[config.mk]
export PLATFORM = sky130hd
export DESIGN_NAME = osg_gearbox
export DESIGN_NICKNAME = d
export VERILOG_FILES = /design/src/hdl/osg_pkg.sv /design/src/hdl/osg_gearbox.sv /design/src/hdl/osg_pipe_reg.sv
export SDC_FILE = /design/constraint.sdc
export NUM_CORES = 1
export LEC_CHECK = 0
export BUFFER_PORTS_ARGS = -buffer_cell sky130_fd_sc_hd__buf_2
export CAP_MARGIN = 10
export CELL_PAD_IN_SITES_DETAIL_PLACEMENT = 0
export CELL_PAD_IN_SITES_GLOBAL_PLACEMENT = 1
export CORE_MARGIN = 2
export CORE_UTILIZATION = 42
export DETAILED_ROUTE_END_ITERATION = 8
export GPL_ROUTABILITY_DRIVEN = 0
export PLACE_DENSITY_LB_ADDON = 0.1
export SLEW_MARGIN = 40
export SYNTH_ARGS = -nofsm -noshare
export SYNTH_HDL_FRONTEND = slang
export SYNTH_SLANG_ARGS = --single-unit
[constraint.sdc]
create_clock -name clk_sys -period 1.85 [get_ports clk_sys]
set_input_delay 0.37 -clock clk_sys [delete_from_list [all_inputs] [get_ports clk_sys]]
set_output_delay 0.37 -clock clk_sys [all_outputs]
set_load 0.01 [all_outputs]
[src/hdl/osg_pkg.sv]
// Package: constants, modes and carrier types of the output gearbox
// Behaviour
// Gearbox runs as seven-to-one, eight-to-one, or two independent four-to-one.
// Word is eight bits; 7:1 uses 6..0, 4:1 pair splits 3..0 / 7..4.
// First stage captures the core word on the slow word clock edge.
// Second stage moves the captured word into the fast-clock registers.
// Third stage shifts bits out one after another on the serial output.
// Exactly three register stages sit between parallel input and output.
// Reset clears all three stages and holds the serial output low.
package osg_pkg;

    // Word width and lane positions
    localparam int WORD_W = 8;
    localparam int LOWER_LSB = 0;
    localparam int UPPER_LSB = 4;
    localparam int SEVEN_PAD_BIT = 7;

    // Last phase of one word period, per mode (bits per lane per word minus one)
    localparam logic [2:0] LAST_SEVEN = 3'h6;
    localparam logic [2:0] LAST_EIGHT = 3'h7;
    localparam logic [2:0] LAST_FOUR = 3'h3;

    // Values after reset
    localparam logic [2:0] PHASE_RST = 3'h0;
    localparam logic [WORD_W-1:0] WORD_RST = 8'h00;

    // Cycles from the word-take cycle to its first serial bit, eight mode
    localparam int EIGHT_LATENCY = 9;

    // Gearbox uses
    typedef enum logic [1:0] {
        seven_to_one_mode,
        eight_to_one_mode,
        four_to_one_mode
    } osg_mode_t;

    // Serial outputs toward the output buffers
    typedef struct packed {
        logic upper_io_logic_cell;
        logic lower_io_logic_cell;
    } osg_serial_t;

    localparam osg_serial_t SERIAL_RST = 2'b00;

endpackage : osg_pkg

[src/hdl/osg_gearbox.sv]
// Output gearbox: three-stage parallel-to-serial pipeline
`timescale 1ns/1ps
module osg_gearbox (
    input wire logic clk_sys,
    input wire logic rst,
    input wire osg_pkg::osg_mode_t mode,
    input wire logic [osg_pkg::WORD_W-1:0] data_in,
    output logic word_take,
    output osg_pkg::osg_serial_t serial_out
);
    import osg_pkg::*;

    osg_mode_t mode_reg;
    osg_mode_t next_mode_reg;
    logic [2:0] phase;
    logic [2:0] next_phase;
    logic next_word_take;
    logic load_tick;
    logic [WORD_W-1:0] stage1;
    logic [WORD_W-1:0] stage2;
    logic [WORD_W-1:0] stage3;
    logic [WORD_W-1:0] next_stage3;
    osg_serial_t next_serial;
    logic stage2_load;

    // Word period length follows the selected use
    function automatic logic [2:0] last_of(input osg_mode_t m);
        logic [2:0] r;
        case (m)
            seven_to_one_mode: r = LAST_SEVEN;
            four_to_one_mode: r = LAST_FOUR;
            default: r = LAST_EIGHT;
        endcase
        return r;
    endfunction : last_of

    // Slow word clock as a phase count on the edge clock; one clock only,
    // so the two domains stay related by construction
    always_comb begin
        load_tick = (phase == last_of(mode_reg));
        next_phase = load_tick ? PHASE_RST : 3'(phase + 3'h1);
        // Mode changes only at a word boundary
        next_mode_reg = load_tick ? mode : mode_reg;
        next_word_take = (next_phase == last_of(next_mode_reg));
    end

    always_ff @(posedge clk_sys or posedge rst) begin
        if (rst) begin
            phase <= PHASE_RST;
            mode_reg <= eight_to_one_mode;
            word_take <= 1'b0;
        end else begin
            phase <= next_phase;
            mode_reg <= next_mode_reg;
            word_take <= next_word_take;
        end
    end

    // Stage one samples the core word on the slow edge
    osg_pipe_reg #(.W(WORD_W)) u_stage1 (
        .clk_sys(clk_sys),
        .rst(rst),
        .load(load_tick),
        .d(data_in),
        .q(stage1)
    );

    // Stage two: handed over one edge after capture, so stage three can
    // reload at the next boundary without racing stage one
    always_ff @(posedge clk_sys or posedge rst) begin
        if (rst) begin
            stage2_load <= 1'b0;
        end else begin
            stage2_load <= load_tick;
        end
    end

    osg_pipe_reg #(.W(WORD_W)) u_stage2 (
        .clk_sys(clk_sys),
        .rst(rst),
        .load(stage2_load),
        .d(stage1),
        .q(stage2)
    );

    // Stage three: load at the boundary, then shift LSB first per lane
    always_comb begin
        if (load_tick) begin
            next_stage3 = stage2;
            if (mode_reg == seven_to_one_mode) begin
                next_stage3[SEVEN_PAD_BIT] = 1'b0; // Bit 7 unused
            end
        end else if (mode_reg == four_to_one_mode) begin
            // Two independent nibble shifters
            next_stage3 = {1'b0, stage3[7:5], 1'b0, stage3[3:1]};
        end else begin
            next_stage3 = {1'b0, stage3[7:1]};
        end
        next_serial.lower_io_logic_cell = next_stage3[LOWER_LSB];
        // Upper cell only carries data in the split use
        next_serial.upper_io_logic_cell =
            (mode_reg == four_to_one_mode) && next_stage3[UPPER_LSB];
    end

    // Output flop is the tail of stage three; reset holds it low
    always_ff @(posedge clk_sys or posedge rst) begin
        if (rst) begin
            stage3 <= WORD_RST;
            serial_out <= SERIAL_RST;
        end else begin
            stage3 <= next_stage3;
            serial_out <= next_serial;
        end
    end
endmodule : osg_gearbox

[src/hdl/osg_pipe_reg.sv]
// Loadable word register used for the first two pipeline stages
`timescale 1ns/1ps
module osg_pipe_reg #(
    parameter int W = 8
) (
    input wire logic clk_sys,
    input wire logic rst,
    input wire logic load,
    input wire logic [W-1:0] d,
    output logic [W-1:0] q
);
    logic [W-1:0] next_q;

    // Hold unless loaded
    always_comb begin
        next_q = load ? d : q;
    end

    always_ff @(posedge clk_sys or posedge rst) begin
        if (rst) begin
            q <= '0;
        end else begin
            q <= next_q;
        end
    end

endmodule : osg_pipe_reg

==> flow_summary.ini, run 1 <==
[pwr]
switching_share_pct = 32.4
switching_power_w = 0.000835
p_clk_share_pct = 16.0
peakVddDrop_v = 0.000611
power_density_mw_per_mm2 = 1540
p_int_w = 0.00175
comb_power_share_pct = 39.4
leakage_nw = 0.835
seqPwrFrac_pct = 44.6

[finish]
stdcell_area_mm2 = 0.00168
final_cells = 184
area_growth_syn_to_layout_pct = 15.4
largestRegisters = stage3: 8 flops, u_stage1.q: 8 flops, u_stage2.q: 8 flops
layout-drive-gt1-share_pct = 41.3
nets = 150
fillers = 321
n_antenna_cell = 0

[floorplan]
row_count = 21
die_area_mm2 = 0.00395
initial_core_util_pct = 43.5
ioPinCount = 15
die_w_um = 62.8
die_h_um = 62.8
core_mm2 = 0.00334

[timing]
hold_viol_final = 0
slew_viol_final = 0
maxSlewHeadroom_pct = 73.3
fin_skew_ps = 8.24
fin_setup_tns_ps = 0
layout_min_cycle_time_ps = 1740
setup_viol = 0
period_share_pct = 94.0
setup_ws_ps = 112
whs_ps = 113
worstMarginPinSlew_ps = 401
rsz0062_at_grt = false
max_freq_ghz = 0.575

[job]
drv_cap = 0

[synthesis]
synth_top_cell_area_share_pct = 53.4
yosysUniqueCellTypes = 37
ys_seq_area_share_pct = 55.2
avgSynthCellArea_um2 = 12.6
ys.flop_type = dfrtp_1
synthesis.area_mm2 = 0.00145
synth_nets = 128
synth_edf_count = 0
ys_ff_latch = 32
yosysWarnings = 0
yosysMostFrequentCell = dfrtp_1
ys_async_sr_fraction_pct = 100
synth_area_leaders = dfrtp_1 (53%), mux2_2 (12%), mux2_4 (6.2%)
yosysTopAreaCell = dfrtp_1
netlist_instances = 115
ys_top_cells_by_count = dfrtp_1 (31), mux2_2 (15), o21ai_0 (7)

[grt]
grt_max_degree = 33
antenna_found_initial = 0
grt_pass1_vias = 899
grt_usage_pct = 13.8
overflow = 0
grt_pass1_wl_um = 4150

[setup_path]
worst_path_max_delay_cell = dfrtp_1
cp_max_fo = 6
crit_type = reg -> reg
max_stage_delay_ps = 430
path_delay_family = compound AO/OA/AOI/OAI gates
critPathBufInv = 0
end_kind = register
cp.required_ps = 2060
crit_path_start_kind = register
crit_chain = ha_2 -> and3_1 -> o211a_1 -> or2_2 -> o311a_1
critPathArrivalTime_ps = 1950

[routing]
drc = 0
wl_um = 2440
first_pass_iters = 4
routed-via-count = 928
post_drt_wl_per_cell_um = 13.3
viasPerCell = 5.04
drtIter0Drc = 48
drtAntennaViolNets = 0

[clocking]
path_clk_slew_ps = 100
cts_resized = 0
numCtsBuffers = 5
clk_latency_ps = 320
clock_path_buffers = 2
cts_hold_buffers = 0
cts_htree_levels = 2
cts_setup_buffers = 0
cts.sinks = 32
root_buffer = clkbuf_4
cts_tree = done

[placement]
place_inst = 176
portBuffers = 14
post-place-ws_ps = 14.9
hpwl_um = 1670
dpl_cell_area_mm2 = 0.00161

[status]
status = finished clean

[min_path]
hp-class = in -> async
[cell usage in the layout (no fill, tap or decap), types with 2 or more instances in the layout]
cell	instances
dfrtp_1	31
o21ai_0	7
clkinv_2	2
and3_1	2
nand4_1	2
buf_4	8
nor2b_1	2
nor3_1	2
mux2_4	6
nand4b_1	2
mux2_2	15
a21oi_1	2
mux2i_1	2
clkbuf_4	5
nand3_1	3
nor2_1	2
buf_2	14
inv_1	6
nand2_1	5
[power groups by stage]
stage / logic [W] / registers [W] / clock network (W)
2_1_floorplan: 0.000817 / 0.00111 / 0
3_3_place_gp: 0.00100 / 0.00116 / 0
3_5_place_dp: 0.00102 / 0.00117 / 0
4_1_cts: 0.00102 / 0.00115 / 0.000429
5_1_grt: 0.00113 / 0.00119 / 0.000464
6_report: 0.00102 / 0.00115 / 0.000414
[cells by family (layout without fill, tap and decap cells)]
| logic type | after synthesis | after routing | share of synthesized area (%) |
|---|---|---|---|
| multiplexers | 23 | 23 | 19.2 |
| flip-flops | 32 | 32 | 55.2 |
| AND/OR/NAND/NOR | 26 | 26 | 10.8 |
| AO/OA/AOI/OAI | 18 | 18 | 8.53 |
| adder cells (fa/ha/maj) | 1 | 1 | 0.861 |
| XOR/XNOR | 1 | 1 | 0.603 |
| buffers and inverters | 14 | 37 | 4.82 |
[layout make-up]
class                           instances  area (µm²)  area share, %
Clock buffer                            6        51.3           3.06
Clock inverter                          2        10.0          0.597
Inverter                                6        22.5           1.34
Multi-Input combinational cell         69         583           34.8
Sequential cell                        32         802           47.8
Tap cell                               46        57.6           3.43
Timing Repair Buffer                   23         150           8.96
[through the flow]
step / util, % / total power [W]
final: 50.2 / 0.00258
after global routing: 50.2 / 0.00279
after CTS: 50.2 / 0.00261
after detailed placement: 48.3 / 0.00219
after global placement: 48.3 / 0.00216
after floorplan: - / 0.00193
[routing by layer]
metal / up-vias / global-route usage, % / routed length [µm]
li1: 454 / - / -
met1: 460 / 18.3 / 1210
met2: 12 / 21.2 / 1150
met3: 2 / 4.32 / 76
met4: 0 / 5.00 / 12
met5: - / 0 / 0
[worst paths after layout]
check                           depth (start not counted)        from  slack [ps]       endpoint
worst max-delay path                                    5    phase[0]         110      word_take
worst min-delay path                                    3         rst         110  u_stage1.q[1]
worst max register to register                          5    phase[0]         110      word_take
worst min register to register                          1   stage3[3]         490      stage3[2]
max in group asynchronous                               3         rst        1420    mode_reg[0]
min in group clk_sys                                    2  data_in[3]         270  u_stage1.q[3]
[tightest hold or removal path: stages]
cell and delay (ps):
buf_2 90, inv_1 40, buf_4 350
(Power assumes the default switching activity.)
==> run 2: changes to the inputs <==
- CORE_UTILIZATION: 42 -> 44
- CTS_BUF_LIST: default -> sky130_fd_sc_hd__clkbuf_8
==> flow_summary.ini, run 2 (synthesized netlist as in run 1, its figures left out) <==
[routing]
viasPerCell = 5.08
drtIter0Drc = 43
drtAntennaViolNets = 0
first_pass_iters = 4
post_drt_wl_per_cell_um = 13.5
routed-via-count = 934
wl_um = 2480
drc = 0

[timing]
max_freq_ghz = 0.567
rsz0062_at_grt = false
fin_skew_ps = 6.50
whs_ps = 160
fin_setup_tns_ps = 0
setup_viol = 0
slew_viol_final = 0
period_share_pct = 95.3
maxSlewHeadroom_pct = 74.2
hold_viol_final = 0
layout_min_cycle_time_ps = 1760
worstMarginPinSlew_ps = 387
setup_ws_ps = 87.7

[floorplan]
die_w_um = 61.5
initial_core_util_pct = 46.8
core_mm2 = 0.00310
row_count = 20
die_h_um = 61.5
die_area_mm2 = 0.00378
ioPinCount = 15

[setup_path]
critPathArrivalTime_ps = 1910
r2r_start = phase[0]
reg2reg_depth = 5
crit_path_start_kind = register
crit_type = reg -> reg
end_kind = register
rr_endpoint = word_take
cp.required_ps = 2000
timing.reg2reg.setup_slack_ps = 90
cp_max_fo = 4

[grt]
grt_max_degree = 33
antenna_found_initial = 0
grt_pass1_vias = 871
grt_pass1_wl_um = 4000
grt_usage_pct = 15.2
overflow = 0

[finish]
layout_commonest_cell = dfrtp_1
layout-drive-gt1-share_pct = 41.4
stdcell_area_mm2 = 0.00174
largestRegisters = stage3: 8 flops, u_stage1.q: 8 flops, u_stage2.q: 8 flops
area_growth_syn_to_layout_pct = 19.5
final_cell_mix = dfrtp_1 (31), mux2_2 (15), buf_2 (14)
fin_util_pct = 55.9
n_antenna_cell = 0
nets = 152

[clocking]
path_clk_slew_ps = 60
cts_resized = 0
clock_path_buffers = 2
cts_hold_buffers = 0
root_buffer = clkbuf_8
cts_tree = done
clk_latency_ps = 270
cts_htree_levels = 2
cts.sinks = 32
numCtsBuffers = 5
cts_setup_buffers = 0

[job]
drv_cap = 0

[min_path]
hp-class = in -> async

[status]
status = finished clean

[pwr]
power_density_mw_per_mm2 = 1640
leakage_nw = 0.865
peakVddDrop_v = 0.000767

[placement]
dpl_cell_area_mm2 = 0.00163
hpwl_um = 1700
portBuffers = 14
post-place-ws_ps = 72.6
-- run 2: worst max-delay path, stage by stage, from the launching register on --
cell,delay (ps)
dfrtp_1,410
ha_2,200
and3_1,170
o211a_1,220
or2_2,300
o311a_1,350
-- run 2: power by group --
group	internal [W]	switching, W
sequential	0.00100	0.000163
clock	0.000394	0.000237
combinational	0.000587	0.000456
total	0.00198	0.000857
-- run 2: metal layers --
| layer | wire [µm] | GRT usage [%] |
|---|---|---|
| met5 | 0 | 0 |
| met4 | 16 | 6.38 |
| met3 | 74 | 5.67 |
| met2 | 1220 | 23.9 |
| met1 | 1170 | 18.8 |
-- run 2: metrics by stage --
| step | instances | power, W |
|---|---|---|
| 2_1_floorplan | 115 | 0.00193 |
| 3_3_place_gp | 176 | 0.00219 |
| 3_5_place_dp | 176 | 0.00223 |
| 4_1_cts | 184 | 0.00288 |
| 5_1_grt | 184 | 0.00306 |
| 6_report | 184 | 0.00284 |
-- run 2: worst max-delay path by stage --
stage	start	depth (start not counted)	slack, ps	end
finish	phase[0]	5	90	word_take
global route	phase[0]	5	30	word_take
CTS	phase[0]	5	50	word_take
detailed placement	phase[0]	5	70	word_take
global placement	phase[0]	5	110	word_take
floorplan	phase[0]	5	70	word_take
-- run 2: area by class of cell --
cell class	count	area (µm²)
repair buffers	25	165
clock inverters	3	38.8
inverters	6	22.5
clock buffers	5	68.8
flip-flops and latches	32	802
fillers	281	1370
well taps	44	55.1
multi-input cells	69	583
